`src/verilog/qbus_ctl_pkg.sv`:
```
// shared constants and carriers for the bus interface control and status block
package qbus_ctl_pkg;
  localparam logic [31:0] system_configuration_addr = 32'h2008_0000;
  localparam logic [31:0] dma_system_error_flags_addr = 32'h2008_0004;
  localparam logic [31:0] translation_map_base_addr = 32'h2008_0010;
  // field positions
  localparam int cfg_power_good_bit = 15;
  localparam int cfg_halt_enable_bit = 14;
  localparam int cfg_aux_mode_bit = 10;
  localparam int cfg_dcok_action_bit = 7;
  localparam int err_halt_bit = 15;
  localparam int err_dcok_bit = 14;
  localparam int err_no_reply_bit = 7;
  localparam int err_parity_bit = 5;
  localparam int err_memory_bit = 4;
  localparam int err_lost_bit = 3;
  localparam int err_no_grant_bit = 2;
  localparam logic [31:0] map_base_mask = 32'h1fff_8000;
  localparam logic [15:0] err_valid_mask = 16'hc0bc;
  localparam logic [15:0] err_reset_value = 16'h0000;
  localparam logic [1:0] cfg_reset_value = 2'h0;
  // interrupt priority levels
  localparam logic [4:0] ipl_onboard = 5'h14;
  localparam logic [4:0] ipl_timer_ack = 5'h16;
  localparam logic [4:0] ipl_bus_ack = 5'h17;
  localparam logic [4:0] ipl_br4 = 5'h14;
  localparam logic [4:0] ipl_br5 = 5'h15;
  localparam logic [4:0] ipl_br6 = 5'h16;
  localparam logic [4:0] ipl_br7 = 5'h17;
  localparam logic [4:0] ipl_reset_value = 5'h1f;
  // timing
  localparam int clk_mhz = 125;
  localparam int no_reply_us = 10;
  localparam int no_grant_ms = 10;
  localparam int no_reply_cycles = no_reply_us * clk_mhz;
  localparam int no_grant_cycles = no_grant_ms * 1000 * clk_mhz;
  localparam int cache_entries = 16;
  localparam int halt_code_board_reset = 3;
  localparam int halt_code_soft = 2;
  typedef struct packed {
    logic valid;
    logic write;
    logic [31:0] addr;
    logic [3:0] be;
    logic [31:0] wdata;
  } reg_req_t;
  typedef struct packed {
    logic ack;
    logic error;
    logic [31:0] rdata;
  } reg_rsp_t;
  typedef enum logic [1:0] {
    cyc_demand = 2'b00,
    cyc_iack = 2'b01,
    cyc_request_read = 2'b10
  } cyc_kind_t;
endpackage : qbus_ctl_pkg

```
`src/verilog/cycle_timer.sv`:
```
`timescale 1ns/1ps
`default_nettype none
// counts while armed and flags once the limit is reached
module cycle_timer #(
  parameter int limit = 1250
) (
  input wire logic mclk,
  input wire logic rst_n,
  input wire logic armed,
  output logic expired
);
  logic [23:0] count_reg;

  // restarts whenever disarmed so each wait is measured from its own start
  always_ff @(posedge mclk or negedge rst_n) begin
    if (!rst_n) begin
      count_reg <= 24'h000000;
    end else if (!armed) begin
      count_reg <= 24'h000000;
    end else if (count_reg != 24'(limit)) begin
      count_reg <= count_reg + 24'h000001;
    end
  end

  assign expired = armed && (count_reg == 24'(limit - 1));
endmodule : cycle_timer
`default_nettype wire

```
`src/verilog/irq_arbiter.sv`:
```
`timescale 1ns/1ps
`default_nettype none
// interrupt priority selection and acknowledge priority setting
module irq_arbiter
  import qbus_ctl_pkg::*;
(
  input wire logic mclk,
  input wire logic rst_n,
  input wire logic [3:0] bus_request,
  input wire logic onboard_request,
  input wire logic timer_request,
  input wire logic [4:0] cpu_ipl,
  input wire logic ack_taken,
  output logic [2:0] grant_sel,
  output logic grant_valid,
  output logic [4:0] new_ipl
);
  // grant_sel: 1 timer, 2 onboard, 4..7 bus level br4..br7
  always_comb begin
    grant_sel = 3'h0;
    grant_valid = 1'b0;
    if (bus_request[3] && cpu_ipl < ipl_br7) begin
      grant_sel = 3'h7;
      grant_valid = 1'b1;
    end else if (timer_request && cpu_ipl < ipl_timer_ack) begin // RQ4
      grant_sel = 3'h1;
      grant_valid = 1'b1;
    end else if (bus_request[2] && cpu_ipl < ipl_br6) begin
      grant_sel = 3'h6;
      grant_valid = 1'b1;
    end else if (bus_request[1] && cpu_ipl < ipl_br5) begin
      grant_sel = 3'h5;
      grant_valid = 1'b1;
    end else if (onboard_request && cpu_ipl < ipl_onboard) begin // RQ2
      grant_sel = 3'h2;
      grant_valid = 1'b1;
    end else if (bus_request[0] && cpu_ipl < ipl_br4) begin
      grant_sel = 3'h4;
      grant_valid = 1'b1;
    end
  end

  // priority after acknowledge, held until the next one
  always_ff @(posedge mclk or negedge rst_n) begin
    if (!rst_n) begin
      new_ipl <= ipl_reset_value;
    end else if (ack_taken && grant_valid) begin
      if (grant_sel[2]) begin
        new_ipl <= ipl_bus_ack; // RQ3
      end else if (grant_sel == 3'h1) begin
        new_ipl <= ipl_timer_ack; // RQ4
      end else begin
        new_ipl <= ipl_onboard;
      end
    end
  end
endmodule : irq_arbiter
`default_nettype wire

```
`src/verilog/qbus_interface_control_status.sv`:
```
// bus interface control and status registers, interrupt handling and error logging
// Function
// RQ1: acknowledge bus requests with din then iak
// RQ2: onboard sources at 14 beat br4
// RQ3: bus acknowledge raises priority to 17
// RQ4: timer above br6, acknowledge sets 16
// RQ5: firmware puts aligned map in top memory
// RQ6: software reaches map only through window
// RQ7: map base longword only, unused bits zero
// RQ8: map base write invalidates whole cache
// RQ9: map base untouched by bus init
// RQ10: configuration bytes writable, cleared on reset
// RQ11: power good bit follows bpok line
// RQ12: halt enable lets bhalt halt, flag it
// RQ13: auxiliary bit always reads zero
// RQ14: dcok negation: board reset or soft halt
// RQ15: error flags set on event, one clears
// RQ16: halt detected flag set and cleared
// RQ17: dcok negation flag when action bit set
// RQ18: no reply within 10 us flag
// RQ19: demand read parity error flag
// RQ20: local memory error flag for external reads
// RQ21: lost error when address flag already set
// RQ22: no grant within 10 ms flag
`timescale 1ns/1ps
`default_nettype none
module qbus_interface_control_status
  import qbus_ctl_pkg::*;
#(
  parameter int no_grant_limit = no_grant_cycles
) (
  input wire logic mclk,
  input wire logic rstn,
  input wire qbus_ctl_pkg::reg_req_t reg_req,
  output qbus_ctl_pkg::reg_rsp_t reg_rsp,
  input wire logic io_reset_register,
  input wire logic bus_bpok,
  input wire logic bus_dcok,
  input wire logic bus_bhalt,
  input wire logic [3:0] bus_request,
  input wire logic onboard_request,
  input wire logic timer_request,
  input wire logic [4:0] cpu_ipl,
  input wire logic iack_start,
  input wire logic bus_rply,
  input wire logic [8:0] bus_vector,
  output logic bus_din,
  output logic bus_iak,
  output logic iack_done,
  output logic [8:0] iack_vector,
  output logic [2:0] iack_source,
  output logic [4:0] ipl_after_ack,
  input wire logic cyc_start,
  input wire qbus_ctl_pkg::cyc_kind_t cyc_kind,
  input wire logic cyc_read,
  input wire logic bus_grant,
  input wire logic cyc_reply,
  input wire logic cyc_parity_err,
  input wire logic local_mem_error,
  output logic cpu_halt,
  output logic board_reset,
  output logic soft_halt_line,
  output logic [1:0] halt_code,
  output logic cache_invalidate_all,
  output logic mem_error_doorbell,
  output logic [31:0] map_base_out
);
  typedef enum logic [1:0] {
    iack_idle = 2'b00,
    iack_din = 2'b01,
    iack_wait = 2'b10
  } iack_state_t;
  typedef enum logic [1:0] {
    cyc_idle = 2'b00,
    cyc_wait_grant = 2'b01,
    cyc_wait_reply = 2'b10
  } cyc_state_t;

  logic rst_sync1_reg;
  logic rst_sync2_reg;
  logic rst_n;
  logic [1:0] cfg_opts_reg;
  logic power_good_flag_reg;
  logic [15:0] err_reg;
  logic [31:0] map_base_reg;
  logic dcok_prev_reg;
  logic dcok_fall;
  logic [31:0] wmask;
  logic hit_cfg;
  logic hit_err;
  logic hit_map;
  logic wr;
  logic [15:0] err_set;
  logic [15:0] err_clear;
  iack_state_t iack_state_reg;
  logic [2:0] iack_sel_reg;
  logic [2:0] grant_sel;
  logic grant_valid;
  cyc_state_t cyc_state_reg;
  logic cyc_demand_reg;
  logic cyc_read_reg;
  logic grant_expired;
  logic reply_expired;
  logic [15:0] addr_flags;
  logic halt_enable;
  logic dcok_action;

  // reset release through two flops
  always_ff @(posedge mclk or negedge rstn) begin
    if (!rstn) begin
      rst_sync1_reg <= 1'b0;
      rst_sync2_reg <= 1'b0;
    end else begin
      rst_sync1_reg <= 1'b1;
      rst_sync2_reg <= rst_sync1_reg;
    end
  end
  assign rst_n = rst_sync2_reg;

  // byte lane mask and decode
  assign wmask = {{8{reg_req.be[3]}}, {8{reg_req.be[2]}}, {8{reg_req.be[1]}}, {8{reg_req.be[0]}}};
  assign hit_cfg = reg_req.addr == system_configuration_addr;
  assign hit_err = reg_req.addr == dma_system_error_flags_addr;
  assign hit_map = reg_req.addr == translation_map_base_addr;
  assign wr = reg_req.valid && reg_req.write;
  assign halt_enable = cfg_opts_reg[1];
  assign dcok_action = cfg_opts_reg[0];

  // dcok negation edge; bus inputs taken as synchronous
  always_ff @(posedge mclk or negedge rst_n) begin
    if (!rst_n) begin
      dcok_prev_reg <= 1'b1;
    end else begin
      dcok_prev_reg <= bus_dcok;
    end
  end
  assign dcok_fall = dcok_prev_reg && !bus_dcok;

  // option fields: halt enable and dcok action
  always_ff @(posedge mclk or negedge rst_n) begin
    if (!rst_n) begin
      cfg_opts_reg <= cfg_reset_value; // RQ10
    end else if (dcok_fall && !dcok_action) begin
      cfg_opts_reg <= cfg_reset_value; // RQ10
    end else if (wr && hit_cfg) begin
      if (wmask[cfg_halt_enable_bit]) begin // RQ10
        cfg_opts_reg[1] <= reg_req.wdata[cfg_halt_enable_bit];
      end
      if (wmask[cfg_dcok_action_bit]) begin
        cfg_opts_reg[0] <= reg_req.wdata[cfg_dcok_action_bit];
      end
    end
  end

  // power good mirrors bpok; write-protected
  always_ff @(posedge mclk or negedge rst_n) begin
    if (!rst_n) begin
      power_good_flag_reg <= 1'b0;
    end else if (dcok_fall) begin
      power_good_flag_reg <= 1'b0; // RQ11
    end else begin
      power_good_flag_reg <= bus_bpok; // RQ11
    end
  end

  // map base: held across bus init, cleared only at our own reset for determinism
  always_ff @(posedge mclk or negedge rst_n) begin
    if (!rst_n) begin
      map_base_reg <= 32'h0000_0000; // RQ9
    end else if (wr && hit_map && reg_req.be == 4'hf) begin
      map_base_reg <= reg_req.wdata & map_base_mask; // RQ7
    end
  end
  assign map_base_out = map_base_reg;

  // cache flush pulse on any accepted map base write
  always_ff @(posedge mclk or negedge rst_n) begin
    if (!rst_n) begin
      cache_invalidate_all <= 1'b0;
    end else begin
      cache_invalidate_all <= (wr && hit_map && reg_req.be == 4'hf) || io_reset_register
                              || dcok_fall; // RQ8
    end
  end

  // register read path and answer, one cycle after request
  always_ff @(posedge mclk or negedge rst_n) begin
    if (!rst_n) begin
      reg_rsp <= '0;
    end else begin
      reg_rsp.ack <= reg_req.valid;
      reg_rsp.error <= reg_req.valid && ((hit_map && reg_req.be != 4'hf)
                       || !(hit_cfg || hit_err || hit_map)); // RQ7
      reg_rsp.rdata <= 32'h0000_0000;
      if (reg_req.valid && !reg_req.write) begin
        if (hit_cfg) begin
          reg_rsp.rdata <= {16'h0000, power_good_flag_reg, halt_enable, 3'h0,
                            1'b0, 2'h0, dcok_action, 7'h00}; // RQ13
        end else if (hit_err) begin
          reg_rsp.rdata <= {16'h0000, err_reg}; // RQ15
        end else if (hit_map && reg_req.be == 4'hf) begin
          reg_rsp.rdata <= map_base_reg; // RQ7
        end
      end
    end
  end

  // interrupt acknowledge sequence
  irq_arbiter u_arb (
    .mclk(mclk),
    .rst_n(rst_n),
    .bus_request(bus_request),
    .onboard_request(onboard_request),
    .timer_request(timer_request),
    .cpu_ipl(cpu_ipl),
    .ack_taken(iack_start && iack_state_reg == iack_idle),
    .grant_sel(grant_sel),
    .grant_valid(grant_valid),
    .new_ipl(ipl_after_ack)
  );

  // only bus levels go on the bus; internal sources finish in one cycle
  always_ff @(posedge mclk or negedge rst_n) begin
    if (!rst_n) begin
      iack_state_reg <= iack_idle;
      iack_sel_reg <= 3'h0;
      bus_din <= 1'b0;
      bus_iak <= 1'b0;
      iack_done <= 1'b0;
      iack_vector <= 9'h000;
      iack_source <= 3'h0;
    end else begin
      iack_done <= 1'b0;
      case (iack_state_reg)
        iack_idle: begin
          if (iack_start && grant_valid) begin
            iack_sel_reg <= grant_sel;
            if (grant_sel[2]) begin
              bus_din <= 1'b1; // RQ1
              iack_state_reg <= iack_din;
            end else begin
              iack_done <= 1'b1;
              iack_source <= grant_sel;
              iack_vector <= 9'h000;
            end
          end
        end
        iack_din: begin
          bus_iak <= 1'b1; // RQ1
          iack_state_reg <= iack_wait;
        end
        iack_wait: begin
          if (bus_rply) begin
            bus_din <= 1'b0;
            bus_iak <= 1'b0;
            iack_done <= 1'b1;
            iack_vector <= bus_vector; // RQ1
            iack_source <= iack_sel_reg;
            iack_state_reg <= iack_idle;
          end
        end
        default: begin
          iack_state_reg <= iack_idle;
        end
      endcase
    end
  end

  // processor bus cycle tracking for timeouts
  always_ff @(posedge mclk or negedge rst_n) begin
    if (!rst_n) begin
      cyc_state_reg <= cyc_idle;
      cyc_demand_reg <= 1'b0;
      cyc_read_reg <= 1'b0;
    end else begin
      case (cyc_state_reg)
        cyc_idle: begin
          if (cyc_start) begin
            cyc_demand_reg <= cyc_kind == cyc_demand;
            cyc_read_reg <= cyc_read;
            cyc_state_reg <= cyc_wait_grant;
          end
        end
        cyc_wait_grant: begin
          if (bus_grant) begin
            cyc_state_reg <= cyc_wait_reply;
          end else if (grant_expired) begin
            cyc_state_reg <= cyc_idle;
          end
        end
        cyc_wait_reply: begin
          if (cyc_reply || reply_expired) begin
            cyc_state_reg <= cyc_idle;
          end
        end
        default: begin
          cyc_state_reg <= cyc_idle;
        end
      endcase
    end
  end

  cycle_timer #(.limit(no_grant_limit)) u_grant_timer (
    .mclk(mclk),
    .rst_n(rst_n),
    .armed(cyc_state_reg == cyc_wait_grant && !bus_grant),
    .expired(grant_expired)
  );

  cycle_timer #(.limit(no_reply_cycles)) u_reply_timer (
    .mclk(mclk),
    .rst_n(rst_n),
    .armed(cyc_state_reg == cyc_wait_reply && !cyc_reply),
    .expired(reply_expired)
  );

  // error flag events
  always_comb begin
    err_set = 16'h0000;
    err_set[err_halt_bit] = bus_bhalt && halt_enable; // RQ16
    err_set[err_dcok_bit] = dcok_fall && dcok_action; // RQ17
    err_set[err_no_reply_bit] = reply_expired && cyc_demand_reg; // RQ18
    err_set[err_parity_bit] = cyc_state_reg == cyc_wait_reply && cyc_reply
                              && cyc_parity_err && cyc_read_reg && cyc_demand_reg; // RQ19
    err_set[err_memory_bit] = local_mem_error; // RQ20
    err_set[err_no_grant_bit] = grant_expired && cyc_demand_reg; // RQ22
    addr_flags = err_reg & 16'h00b1;
    // RQ21
    err_set[err_lost_bit] = (addr_flags != 16'h0000) && ((err_set & 16'h00b1) != 16'h0000);
  end

  assign err_clear = (wr && hit_err) ? (reg_req.wdata[15:0] & wmask[15:0]) : 16'h0000;

  // sticky flags; a new event beats a same-cycle clear
  always_ff @(posedge mclk or negedge rst_n) begin
    if (!rst_n) begin
      err_reg <= err_reset_value;
    end else if (io_reset_register || (dcok_fall && !dcok_action)) begin
      err_reg <= err_reset_value; // RQ16
    end else begin
      err_reg <= ((err_reg & ~err_clear) | err_set) & err_valid_mask; // RQ15
    end
  end
  assign mem_error_doorbell = err_reg[err_memory_bit]; // RQ20

  // halt and dcok responses
  always_ff @(posedge mclk or negedge rst_n) begin
    if (!rst_n) begin
      cpu_halt <= 1'b0;
      board_reset <= 1'b0;
      soft_halt_line <= 1'b0;
      halt_code <= 2'h0;
    end else begin
      cpu_halt <= bus_bhalt && halt_enable; // RQ12
      board_reset <= dcok_fall && !dcok_action; // RQ14
      soft_halt_line <= dcok_fall && dcok_action; // RQ14
      if (dcok_fall) begin
        halt_code <= dcok_action ? 2'(halt_code_soft) : 2'(halt_code_board_reset); // RQ14
      end
    end
  end
endmodule : qbus_interface_control_status
`default_nettype wire

```
`config.mk`:
```
export PLATFORM = sky130hd
export DESIGN_NAME = qbus_interface_control_status
export DESIGN_NICKNAME = d
export VERILOG_FILES = /design/src/verilog/qbus_ctl_pkg.sv /design/src/verilog/cycle_timer.sv /design/src/verilog/irq_arbiter.sv /design/src/verilog/qbus_interface_control_status.sv
export SDC_FILE = /design/constraint.sdc
export NUM_CORES = 1
export LEC_CHECK = 0
export ABC_AREA = 1
export ABC_CLOCK_PERIOD_IN_PS = 4700
export BUFFER_PORTS_ARGS = -buffer_cell sky130_fd_sc_hd__buf_2
export CORE_MARGIN = 2
export CORE_UTILIZATION = 40
export CTS_BUF_LIST = sky130_fd_sc_hd__clkbuf_4 sky130_fd_sc_hd__clkbuf_8
export CTS_CLUSTER_DIAMETER = 200
export CTS_CLUSTER_SIZE = 10
export DETAILED_ROUTE_END_ITERATION = 16
export GPL_ROUTABILITY_DRIVEN = 0
export PLACE_DENSITY_LB_ADDON = 0.12
export SYNTH_ARGS = -nofsm -noshare
export SYNTH_HDL_FRONTEND = slang
export SYNTH_SLANG_ARGS = --single-unit
```
`constraint.sdc`:
```
create_clock -name mclk -period 4.7 [get_ports mclk]
set_input_delay 0 -clock mclk [delete_from_list [all_inputs] [get_ports mclk]]
set_output_delay 0 -clock mclk [all_outputs]
set_load 0.05 [all_outputs]
```
== Yosys cells after proc, flatten, opt, wreduce, memory -nomap -nowiden ==
Index checks and enable logic that the tools add are counted.

* Bits in registers: 153
* Output and inout bits: 93
* Logic and storage cells: 183

* $add $sub $neg: 2
* $lt $le $gt $ge: 4
* Equal/unequal tests: 23
* Muxes and demuxes: 56
* Bitwise gates (word level): 4
* Reduce and logical (&&, ||, !) cells: 65

{| class="wikitable"
|+ Operators with widths
! cell !! number
|-
| $mux 29 || 4
|-
| $eq 32x30->1 const B || 3
|-
| $mux 24 || 4
|-
| $add 24x1->24 const B || 2
|-
| $logic_and 1x1->1 || 33
|-
| $and 16x16->16 || 2
|-
| $mux 16 || 2
|-
| $reduce_bool 16->1 || 2
|-
| $mux 3 || 9
|-
| $mux 9 || 3
|-
| $eq 24x11->1 const B || 1
|-
| $eq 24x21->1 const B || 1
|-
| $ne 24x11->1 const B || 1
|-
| $ne 24x21->1 const B || 1
|-
| $lt 5x5->1 const B || 4
|-
| $mux 2 || 10
|-
| $pmux 9 s2 || 1
|-
| $mux 1 || 16
|-
| $not 16->16 || 1
|-
| $or 16x16->16 || 1
|-
| $ne 2x2->1 const B || 7
|-
| $pmux 2 s3 || 2
|-
| $reduce_and 2->1 || 5
|-
| $reduce_bool 2->1 || 5
|-
| 15 further kinds || 34
|}

== Longest topological paths before layout ==
Gate-level depths: netlist of run 1.

* Depth in word-level cells: 11
* Gate-level depth with buffers: 13
* Mapped depth without buffers: 12

== Hierarchy ==
A second synthesis of run 1 with hierarchy kept.

* Cell total of the unflattened synthesis: 974
* Area, all modules: 7,155.6 sq um

{| class="wikitable"
|+ By module, submodules not included
! module !! times used !! cells each !! area each (sq um)
|-
| qbus_interface_control_status || 1 || 456 || 3,704.8
|-
| cycle_timer (u_grant_timer) || 1 || 227 || 1,557.7
|-
| cycle_timer (u_reply_timer) || 1 || 229 || 1,534.0
|-
| irq_arbiter || 1 || 62 || 359.1
|}

== Least setup slack after synthesis of run 1 ==
Ideal clock, no wire load.

* Path kind: flip-flop to flip-flop
* From: reg u_grant_timer.count_reg[0]
* To: reg u_grant_timer.count_reg[20]
* Data arrival time: 1.489 ns
* Required time: 4.581 ns
* Slack: 3.092 ns
* Stages on the path, launching flop included: 11
* Buffers on the path: 0
* Path through: dfrtp_1 > ha_1 > nand2_1 > nor2_2 > nand3_1 > nor2_1 > nand4_1 > nor2_1 > nand2_1 > o21ai_1 > nor2_1

* Longest elaborated chain between the ends: 3
* Elaborated cells on any way between the ends: 5
* Those cells by class: 1 x add/sub; 2 x eq/ne; 2 x mux

{| class="wikitable"
|+ Ends and longest elaborated chain
! element !! RTL line !! text
|-
| from (decl) || cycle_timer.sv:12 || <nowiki>logic [23:0] count_reg;</nowiki>
|-
| from (signal assigned) || cycle_timer.sv:21 || <nowiki>count_reg <= count_reg + 24'h000001;</nowiki>
|-
| $add 24x1->24 || cycle_timer.sv:21 ||
|-
| $mux 24 || cycle_timer.sv:20 || <nowiki>end else if (count_reg != 24'(limit)) begin</nowiki>
|-
| $mux 24 || cycle_timer.sv:18 || <nowiki>end else if (!armed) begin</nowiki>
|}

Several ways; a longest one is shown, not always the timed one. The select of a mux whose other input is x is not followed.
A chain may end at the register's enable or synchronous reset.

== Worst setup path in the final report of run 1 ==
* From: reg cyc_state_reg[1]
* To: reg u_grant_timer.count_reg[12]

* Longest elaborated chain between the ends: 3
* Elaborated cells on any way between the ends: 4
* Those cells by class: 2 x eq/ne; 1 x mux; 1 x reduce/logical

{| class="wikitable"
|+ Ends and longest elaborated chain
! element !! RTL line !! text
|-
| from (decl) || qbus_interface_control_status.sv:99 || <nowiki>cyc_state_t cyc_state_reg;</nowiki>
|-
| from (signal assigned) || qbus_interface_control_status.sv:272 || <nowiki>cyc_state_reg <= cyc_idle;</nowiki>
|-
| from (signal assigned) || qbus_interface_control_status.sv:281 || <nowiki>cyc_state_reg <= cyc_wait_grant;</nowiki>
|-
| from (signal assigned) || qbus_interface_control_status.sv:286 || <nowiki>cyc_state_reg <= cyc_wait_reply;</nowiki>
|-
| $eq 2x1->1 * || qbus_interface_control_status.sv:306 || <nowiki>.armed(cyc_state_reg == cyc_wait_grant && !bus_grant),</nowiki>
|-
| $logic_and 1x1->1 * || qbus_interface_control_status.sv:306 ||
|-
| $ne 2x2->1 (no source line) or $mux 24 (tied branches) || n/a ||
|}

Every way passes the cells marked *; elsewhere a longest branch is shown, timed or not.

==> metrics list, run 1 <==
* Final Slew Violations: 0
* Kind of path behind the tightest hold check: in -> reg
* Ys flop type: dfrtp_1
- Clock tree skew after final layout: 9.29 ps
- The initial antenna violation count was 1.
- Static leakage power: 4.25 nW
- EDFF count, synth: 0
* Number of buffers on the longest clock path: 2
* Proportion of register bits with asynchronous set or reset after synthesis: 100%
* Count of boundary I/O pins: 199
* Period utilization: 48.6%
- Top cells by area in the synthesized netlist: dfrtp_1 (48%), nand2_1 (9.7%), inv_1 (6.7%)
* Average wire length per cell after detail routing: 12.7 um
- Area growth syn-to-layout: 30.7%
- Number of library cell types mapped by synthesis: 45
* Hold Violations, Final: 0
- The total overflow left after global routing is 0.
- Across the run, the number of max-cap violations was 0.
* Master of the slowest instance on the critical path: nor3_2
* Setup TNS: 0 ps
* Detail-routed via count per cell: 4.68
* List of cells traversed by the critical path: nor3_2 > inv_1 > a221oi_1
- Setup repair after global routing left no endpoint under its margin.
* Period minus WS final: 2280 ps
- Number of H-tree levels: 4
- Crit start category: flip-flop
* Row cnt: 46
- In this run the tool buffered the top-level ports with 154 buffer cells.
- Counting every instance in the synthesized netlist gives 830.
- Post-synthesis sequential area ratio: 49.6%
- For this run, the slowest stage of the critical path takes 1010 ps.
* Data arrival time of the critical path: 2630 ps
- After clock tree synthesis, the repair step resized 0 gates.
- The die covers 17500 um2.
* Starting density of the core: 41.2%
- Via count of the first global-routing pass: 5806
* Average footprint of a synthesized cell: 7.92 um2
* Nets@finish: 1175
- Of all cell types, the one taking the most synthesized area is dfrtp_1.
* Fmax achieved: 0.438 GHz
* Die outline width: 132 um
* Violation count after the first detailed-routing iteration: 348
- The worst setup path is captured at a flip-flop.
* DRC violation count after routing: 0
* Overall via count from detail_route: 6061
- Worst-case vdd ir drop: 348 uV
* Yosys Warn Count: 0
- Broken down by cell family, the worst path's largest delay share belongs to simple AND/OR/NAND/NOR gates.
- Number of register bits inferred by synthesis: 130
* Pin count of the biggest net entering global routing: 51
- Global-route wire length before repair: 27200 um
- Clock transition at the register clock pins on the worst setup and hold paths after CTS: 80 ps
- The critical path is of the reg -> reg type.
- Counting both buffers and inverters, the worst setup path holds a total of 1.
- Number of fill cells in the layout: 1554
- At the worst endpoint, the required time is 5040 ps.
* Overall power after layout: 0.00307 W
* Overall die height: 132 um
- TritonCTS built the clock tree.
* Global-route total usage across every layer: 19.3%
- CP Max Fanout: 21
- Setup violations remaining at the end of the flow were counted as 0.
- Summed over all layers, the routed wires come to 16400 um.
- Sum of net half-perimeters after detailed placement: 11700 um
* Total core area: 15900 um2
- Worst skew pair latency: 450 ps
* Hold slack: 28.7 ps
- After synthesis the cells add up to 6570 um2.
* Number of buffers inserted during clock tree synthesis: 17
- In this run the remaining antenna-violating nets after routing total 0.
- Tightest slew margin relative to the limit: 15.5%
- Share of layout cells above drive strength 1: 19.5%
- The cell sitting at the root of the clock tree is a clkbuf_8.
- The share of synthesized area in the top cell type comes to 48.0%.
- For the pin with the worst max-slew slack, the measured transition is 1260 ps.
* Number of iterations in the first detailed-routing pass: 5
- Outcome: complete, no violations
* TritonCTS Sinks: 130
* Power per Cell Area: 358 nW/um2
==> metal layers <==
metal  GRT usage [%]  up-vias  wire (um)
met5               0        -          0
met4            7.13        0        370
met3            5.27       23        749
met2            31.3      142       7760
met1            24.9     2797       7510
li1                -     3099          -
==> timing repair <==
item                      CTS  global route
hold buffers               71             0
hold endpoints to repair   69             0
setup buffers               0             0
==> synthesized netlist by cell type (2+ instances only) <==
master and number:
a21o_1 2, a21oi_1 40, a31oi_1 2, buf_2 2, buf_4 33, buf_6 2, clkbuf_1 5, conb_1 2
dfrtp_1 126, dfstp_2 4, ha_1 5, inv_1 117, nand2_1 170, nand2_2 4, nand2_4 2, nand3_1 48
nand4_1 41, nor2_1 109, nor3_1 31, nor3_2 3, nor3b_1 4, nor4_1 8, o21ai_0 39, o21ai_1 7
or2_2 2, xor2_1 3
==> kinds of logic after synthesis <==
| group | count (synthesis) | share of synthesized area, % |
|---|---|---|
| and+or+nand+nor | 429 | 29.4 |
| adders and majority gates | 5 | 0.952 |
| AOI/OAI and AO/OA | 98 | 7.94 |
| muxes | 1 | 0.171 |
| DFF | 130 | 49.6 |
| buffers and inverters | 162 | 11.4 |
| other | 2 | 0.114 |
| xor gates and xnor gates | 3 | 0.400 |
==> stage by stage <==
stage / area [um2] / cells / worst slack [ps] / utilization [%]
floorplan: 6690 / 861 / 817 / -
global placement: 7450 / 1190 / 2430 / 46.7
detailed placement: 7450 / 1190 / 2390 / 46.7
CTS: 8580 / 1293 / 2370 / 53.8
global route: 8590 / 1294 / 2170 / 53.9
finish: 8590 / 1294 / 2420 / 53.9
==> worst min-delay path, cell delays in order <==
cell and delay, ps:
buf_2 100, nand3_1 130, nand2_1 70, nand2_1 90, a21oi_1 80
==> final cells by class <==
cell class / count / area (um2) / share of cell area [%]
Inverter: 119 / 447 / 5.20
Clock inverter: 12 / 156 / 1.82
Tap cell: 216 / 270 / 3.15
Timing Repair Buffer: 227 / 1500 / 17.4
Clock buffer: 20 / 269 / 3.13
Antenna cell: 1 / 2.50 / 0.0291
Sequential cell: 130 / 3260 / 38.0
Multi-Input combinational cell: 569 / 2680 / 31.3
==> path summary, 6_finish.rpt <==
kind	from	to	slack (ps)	depth (start not counted)
max	cyc_state_reg[1]$_DFFE_PN0P_	u_grant_timer.count_reg[12]$_DFFE_PN0P_	2420	3
min	timer_request	u_arb.new_ipl[1]$_DFFE_PN1P_	30	5
max reg2reg	cyc_state_reg[1]$_DFFE_PN0P_	u_grant_timer.count_reg[12]$_DFFE_PN0P_	2420	3
min reg2reg	rst_n$_DFF_PN0_	u_grant_timer.count_reg[12]$_DFFE_PN0P_	340	0
max in group asynchronous	rst_n$_DFF_PN0_	err_reg[4]$_DFF_PN0_	3330	1
min in group asynchronous	rst_n$_DFF_PN0_	u_grant_timer.count_reg[12]$_DFFE_PN0P_	340	0
==> power breakdown <==
group          switching, W  leakage [nW]  internal [W]
combinational      0.000544          2.37      0.000213
sequential        0.0000760          1.67       0.00123
clock              0.000456         0.205      0.000559
==> cell usage in the layout (no fill, tap or decap), drive strengths merged, types with 2 or more instances in the layout <==
master and n:
nor3 34, a21oi 40, nor3b 4, clkinv 5, inv 119, bufinv 3, clkbuf 20, dlygate4sd3 71
xor2 3, o21ai 46, ha 5, nor2 112, or2 3, buf 156, a31oi 2, dfrtp 126
nand2 176, nand3 48, dfstp 4, a21o 2, nand4 41, nor4 8, conb 33, clkinvlp 4
Power figures use the tool's default switching activity.
==> run 2: changes to the inputs <==
--- a/config.mk
+++ b/config.mk
@@ -5,8 +5,8 @@
 export SDC_FILE = /design/constraint.sdc
 export NUM_CORES = 1
 export LEC_CHECK = 0
-export ABC_AREA = 1
-export ABC_CLOCK_PERIOD_IN_PS = 4700
+export ABC_AREA = 0
+export ABC_CLOCK_PERIOD_IN_PS = 2110
 export BUFFER_PORTS_ARGS = -buffer_cell sky130_fd_sc_hd__buf_2
 export CORE_MARGIN = 2
 export CORE_UTILIZATION = 40
==> constraint.sdc (replaced) <==
create_clock -name mclk -period 2.11 [get_ports mclk]
set_input_delay 0 -clock mclk [delete_from_list [all_inputs] [get_ports mclk]]
set_output_delay 0 -clock mclk [all_outputs]
set_load 0.05 [all_outputs]
==> run 2 against run 1 <==
Net effect: clock power grew 93%; count of clock-buffer cells in the layout is the same; setup slack lost 2300 ps.
==> metrics list, run 2 <==
- Measured slew at the worst slew-check pin: 513 ps
* Average footprint of a synthesized cell: 10.4 um2
- TritonCTS clock tree: built
- Violation count after the first detailed-routing iteration: 294
- In this run the worst path has a maximum fanout of 4.
- The number of setup buffers added after CTS is 0.
- Worst skew pair latency: 440 ps
- Number of register bits inferred by synthesis: 130
- Overall via count from detail_route: 5072
* Outcome: complete, no violations
- CTS built an H-tree with a depth of 4.
- Period minus WS final: 2040 ps
- Worst-case vdd ir drop: 404 uV
* Nets@finish: 946
- Once the floorplan was initialized, standard cells occupied 40.8% of the core.
- Clock tree skew after final layout: 17.6 ps
- Clock tree synthesis selected as its root buffer the cell clkbuf_8.
* Critical path capture point type: flip-flop
* Fmax achieved: 0.489 GHz
- Number of iterations in the first detailed-routing pass: 4
- Crit start category: flip-flop
- Utilization after layout: 53.8%
- In the synthesized netlist the dominant register cell turns out to be dfrtp_1.
- Most common cell after layout, fill and taps aside: buf_2
- STA puts the critical path data required time at 2460 ps.
- Hold Violations, Final: 0
- After synthesis, the cell types taking the most area are dfrtp_1 (51%), buf_4 (3.9%), xnor2_1 (3.7%).
- Count of boundary I/O pins: 199
* Most frequent cells after synthesis: dfrtp_1 (126), nor2_1 (58), nand2_1 (37)
* Via count of the first global-routing pass: 5000
- Pin count of the biggest net entering global routing: 67
* Most frequent cell after synthesis: dfrtp_1
* Overall die height: 129 um
- Static leakage power: 3.94 nW
- Data arrival time of the critical path: 2400 ps
- After routing, the total negative slack on setup checks comes to 0 ps.
- Across every metal layer, demand over resource in global routing totals 17.7%.
* Startpoint-to-endpoint class of the critical path: reg -> reg
- Number of cells after detailed placement: 947
- After detailed routing, the number of remaining DRC violations is 0.
- The floorplan step defined a die boundary enclosing 16500 um2.
* Yosys top cell area share: 50.8%
* Post-Route WL: 14400 um
- The worst pin sits at a relative slew slack of 65.5%.
- After global routing the overflow that remains totals 0.
- Minimum setup slack in the final design: 66.4 ps
- Ant. Diodes: 0
- Place WS: 41.5 ps
* Yosys Warn Count: 0
* Final setup fails: 0
* Commonest cells after routing, fill and taps aside: buf_2 (154), dfrtp_1 (125), nor2_1 (57), dlygate4sd3_1 (57), nand2_1 (37)
- Setup repair after global routing could not meet its margin everywhere.
- The initial antenna violation count was 0.
* Post-synthesis cell type with the largest combined area: dfrtp_1
- EDFF count, synth: 0
- Cell Area, Synth: 6210 um2
* Detail-routed via count per cell: 4.90
- After clock tree synthesis, the clock-pin slew on the worst setup and hold paths is 80 ps.
- Number of nets with antenna violations after detailed routing: 0
- The clock passes through at most 2 buffers.
- The max-slew violation count was 0.
* Period utilization: 96.9%
* Port buffer count: 154
- Number of fill cells in the layout: 1360
- Sum of net half-perimeters after detailed placement: 10500 um
* Global-route wire length before repair: 23300 um
- Die outline width: 129 um
- Average wire length per cell after detail routing: 13.9 um
- The floorplan step defined a core boundary enclosing 15200 um2.
* Proportion of register bits with asynchronous set or reset after synthesis: 100%
- Post-synthesis sequential area ratio: 52.5%
* Row cnt: 45
- Area growth syn-to-layout: 31.7%
* TritonCTS Sinks: 130
- Non-filler cells, final: 1036
- Number of library cell types mapped by synthesis: 56
- In the final layout, the share of cells above drive strength 1 is 29.0%.
- Synthesized instance count: 598
- Max_cap viols: 0
- Power per Cell Area: 787 nW/um2
- The number of clock buffers added by TritonCTS is 17.
- Kind of path behind the tightest hold check: in -> reg
-- run 2: what timing repair did --
item,in CTS,in global routing
gates resized for setup,0,2
endpoints found under the hold margin,54,0
hold buffers,57,0
setup endpoints to repair,0,6
-- run 2: critical path, cell delays in order (launching register included) --
cell,delay [ps]
dfrtp_1,380
and4_4,250
or3b_1,370
or3_4,390
or4_1,460
a21oi_1,130
-- run 2: through the flow --
step	hold WS, ps	total power [W]	area, um2
floorplan	-296	0.00402	6330
global placement	-214	0.00439	7230
detailed placement	-208	0.00442	7230
CTS	34.8	0.00651	8170
global route	76.6	0.00678	8180
finish	76.9	0.00644	8180
-- run 2: cells by family after synthesis --
logic type / Yosys count / share of synthesized area [%]
multiplexers: 35 / 6.03
XOR/XNOR: 40 / 5.64
other: 2 / 0.121
AO/OA/AOI/OAI: 65 / 6.77
buffers and inverters: 81 / 7.01
adder cells (fa/ha/maj): 5 / 1.01
AND/OR/NAND/NOR: 240 / 20.9
flip-flops: 130 / 52.5
-- run 2: final cells by class --
| class | instances | area, um2 | share of cell area, % |
|---|---|---|---|
| inverters | 35 | 131 | 1.61 |
| clock buffers | 20 | 263 | 3.21 |
| clock inverters | 12 | 108 | 1.32 |
| repair buffers | 233 | 1530 | 18.7 |
| well taps | 188 | 235 | 2.88 |
| multi-input cells | 418 | 2650 | 32.4 |
| flip-flops and latches | 130 | 3260 | 39.9 |
-- run 2: where the power goes --
group	internal (W)	switching, W	total (W)	leakage, nW
logic	0.000511	0.00108	0.00160	2.01
clock network	0.000988	0.000982	0.00197	0.186
registers	0.00272	0.000151	0.00287	1.75
-- run 2: path summary, 6_finish.rpt --
kind | startpoint | endpoint | slack [ps] | depth (start not counted)
setup reg to reg | u_reply_timer.count_reg[7]$_DFFE_PN0P_ | u_reply_timer.count_reg[19]$_DFFE_PN0P_ | 70 | 5
hold / removal | cpu_ipl[4] | iack_sel_reg[0]$_DFFE_PN0P_ | 80 | 3
setup / recovery | u_reply_timer.count_reg[7]$_DFFE_PN0P_ | u_reply_timer.count_reg[19]$_DFFE_PN0P_ | 70 | 5
hold reg to reg | rst_n$_DFF_PN0_ | iack_vector[3]$_DFFE_PN0P_ | 200 | 0
min in group asynchronous | rst_n$_DFF_PN0_ | iack_vector[3]$_DFFE_PN0P_ | 200 | 0
max in group asynchronous | rst_n$_DFF_PN0_ | u_arb.new_ipl[3]$_DFFE_PN1P_ | 1230 | 1
-- run 2: metal layers --
metal  global-route usage (%)  part of all wire [%]
met5                        0                     0
met4                     4.92                  0.88
met3                     4.70                   4.5
met2                     29.3                    49
met1                     23.0                    46
==> run 3: changes to the inputs <==
--- a/config.mk
+++ b/config.mk
@@ -8,7 +8,7 @@
 export ABC_AREA = 0
 export ABC_CLOCK_PERIOD_IN_PS = 2110
 export BUFFER_PORTS_ARGS = -buffer_cell sky130_fd_sc_hd__buf_2
-export CORE_MARGIN = 2
+export CORE_ASPECT_RATIO = 0.6
 export CORE_UTILIZATION = 40
 export CTS_BUF_LIST = sky130_fd_sc_hd__clkbuf_4 sky130_fd_sc_hd__clkbuf_8
 export CTS_CLUSTER_DIAMETER = 200
==> run 3 against run 2 <==
Net effect: largest power group unchanged; largest cell class unchanged; total power increased by 3.6%; register-to-register slack worse by 30 ps; wire length rose by 5.1%; highest routed layer unchanged; count of clock-buffer cells in the layout shrank 1; via count grew 1.3%; design area increased by 0.90%; flip-flop and latch count is the same.
==> metrics list, run 3 (synthesis gave the netlist of run 2 again) <==
- Outcome: complete, no violations
- Hold slack: 55.4 ps
- Number of buffers on the longest clock path: 2
- For this run the aggregate overflow at the end of global routing stands at 0.
- Area growth syn-to-layout: 32.9%
- Overall power after layout: 0.00667 W
* Total Die Area: 16000 um2
- The number of global-route vias before repair was 5141.
* Power per Cell Area: 808 nW/um2
- Subtracting the final worst setup slack from the clock period gives 2080 ps.
- The detailed router finished its first iteration with 341 violations.
* Total core area: 14800 um2
* Global-route total usage across every layer: 19.9%
- In the routed layout, each cell is associated on average with a via count of 4.91.
* Tightest slew margin relative to the limit: 54.5%
- The post-route netlist has 30.0% of its cells at a drive strength greater than 1.
- Worst skew pair latency: 440 ps
- Clock skew on the completed layout was measured at 19.1 ps.
- Dividing the final minimum period by the clock period gives 98.4%.
* Starting density of the core: 41.9%
- Post-Route WL: 15100 um
- Port buffer count: 154
- Count of boundary I/O pins: 199
* Number of antenna violations at the first check in global routing: 0
- Most common cell after layout, fill and taps aside: buf_2
- Entering global routing, the biggest net connects 48 pins.
- The worst setup path is of the reg -> reg kind.
- For this run, the top clock speed supported by timing is 0.482 GHz.
- The max-slew violation count came to 0.
- Setup violations remaining at the end of the flow were counted as 0.
* Number of H-tree levels: 4
* Hold Violations, Final: 0
- STA classifies the critical path endpoint as a flip-flop.
- Sum of net half-perimeters after detailed placement: 11100 um
- In this run the clock root is driven by a clkbuf_8.
- Buffers inserted during clock tree synthesis total 17.
- VDD sags by at most 537 uV.
- The tool flagged a number of max-cap violations equal to 0.
- Clock-pin slew was measured on the worst setup and hold paths at 90 ps.
* Global-route wire length before repair: 25000 um
* Critical path data required time: 2470 ps
- Static leakage power: 3.97 nW
* TritonCTS clock tree: built
* Number of nets with antenna violations after detailed routing: 0
- Row generation in the floorplan step produced 34 rows.
- Reg2reg setup slack: 30 ps
- The number of antenna diodes in the final layout is 0.
- The worst hold path belongs to the class in -> reg.
- Commonest cells after routing, fill and taps aside: buf_2 (154), dfrtp_1 (125), nor2_1 (58)
* DRC violation count after routing: 0
- CP Max Fanout: 4
- The final route contains 5136 vias.
- TritonCTS Sinks: 130
- Data arrival time of the critical path: 2440 ps
* Nets@finish: 947
- The die is 98.5 um tall.
- For the pin with the worst max-slew slack, the measured transition is 683 ps.
* Average wire length per cell after detail routing: 14.4 um
- STA classifies the critical path startpoint as a flip-flop.
* Die outline width: 163 um
* Number of iterations in the first detailed-routing pass: 5
- Unrepaired setup endpoints after global routing: true
## run 3: cell count changes in the layout (fill, tap and decap cells not counted), sizes merged
cell / change
buf: +6
bufinv: +1
clkbuf: -1
clkinv: -1
clkinvlp: -1
dlygate4sd3: -5
inv: +2
## run 3: power by group
| group | internal (W) | leakage [nW] | total [W] | switching [W] |
|---|---|---|---|---|
| logic | 0.000507 | 2.02 | 0.00159 | 0.00109 |
| clock network | 0.00113 | 0.204 | 0.00219 | 0.00105 |
| registers | 0.00272 | 1.75 | 0.00289 | 0.000166 |
| total | 0.00436 | 3.97 | 0.00667 | 0.00231 |
## run 3: per-layer routing
layer  vias up  share of wire [%]  GRT usage, %  routed length (um)
met3        21                4.9          4.59                 743
met2       145                 45          30.4                6730
li1       2491                  -             -                   -
met1      2479                 49          27.4                7410
met4         0                1.5          8.05                 231
met5         -                  0             0                   0
## run 3: critical path, cell delays in order (launching register included)
cell and delay [ps]:
dfrtp_1 360, and4_4 250, or3b_4 390, or3_4 390, or4_4 490, a21oi_2 120
## run 3: what timing repair did
| action | CTS | global route |
|---|---|---|
| setup buffers | 1 | 0 |
| pin swaps | 0 | 2 |
| hold buffers | 52 | 0 |
| endpoints found under the setup margin | 1 | 3 |
| gates resized for setup | 0 | 5 |
| hold endpoints to repair | 54 | 0 |
## run 3: layout make-up
| class | instances | area [um2] |
|---|---|---|
| inverters | 35 | 131 |
| well taps | 198 | 248 |
| flip-flops and latches | 130 | 3260 |
| clock buffers | 19 | 262 |
| clock inverters | 13 | 150 |
| fillers | 1327 | 6550 |
| multi-input cells | 418 | 2660 |
| repair buffers | 234 | 1540 |
## run 3: through the flow
stage          worst slack, ps  utilization (%)  instance area, um2  setup TNS, ps  std cells
2_1_floorplan            -7.86                -                6330          -7.86        629
3_3_place_gp              31.6             49.3                7290              0        962
3_5_place_dp             -10.0             49.3                7290          -10.0        962
4_1_cts                   17.0             55.6                8230              0       1047
5_1_grt                  -2.54             55.7                8250          -4.72       1047
6_report                  34.3             55.7                8250              0       1047
## run 3: path summary, 6_finish.rpt
check / from / end / cells past startpoint
worst max-delay path: u_reply_timer.count_reg[5]$_DFFE_PN0P_ / u_reply_timer.count_reg[19]$_DFFE_PN0P_ / 5
worst min-delay path: reg_req[68] / reg_rsp[2]$_DFF_PN0_ / 4
max in group asynchronous: rst_n$_DFF_PN0_ / u_reply_timer.count_reg[1]$_DFFE_PN0P_ / 1
min in group asynchronous: rst_n$_DFF_PN0_ / cpu_halt$_DFF_PN0_ / 0
worst min register to register: rst_n$_DFF_PN0_ / cpu_halt$_DFF_PN0_ / 0
worst max register to register: u_reply_timer.count_reg[5]$_DFFE_PN0P_ / u_reply_timer.count_reg[19]$_DFFE_PN0P_ / 5
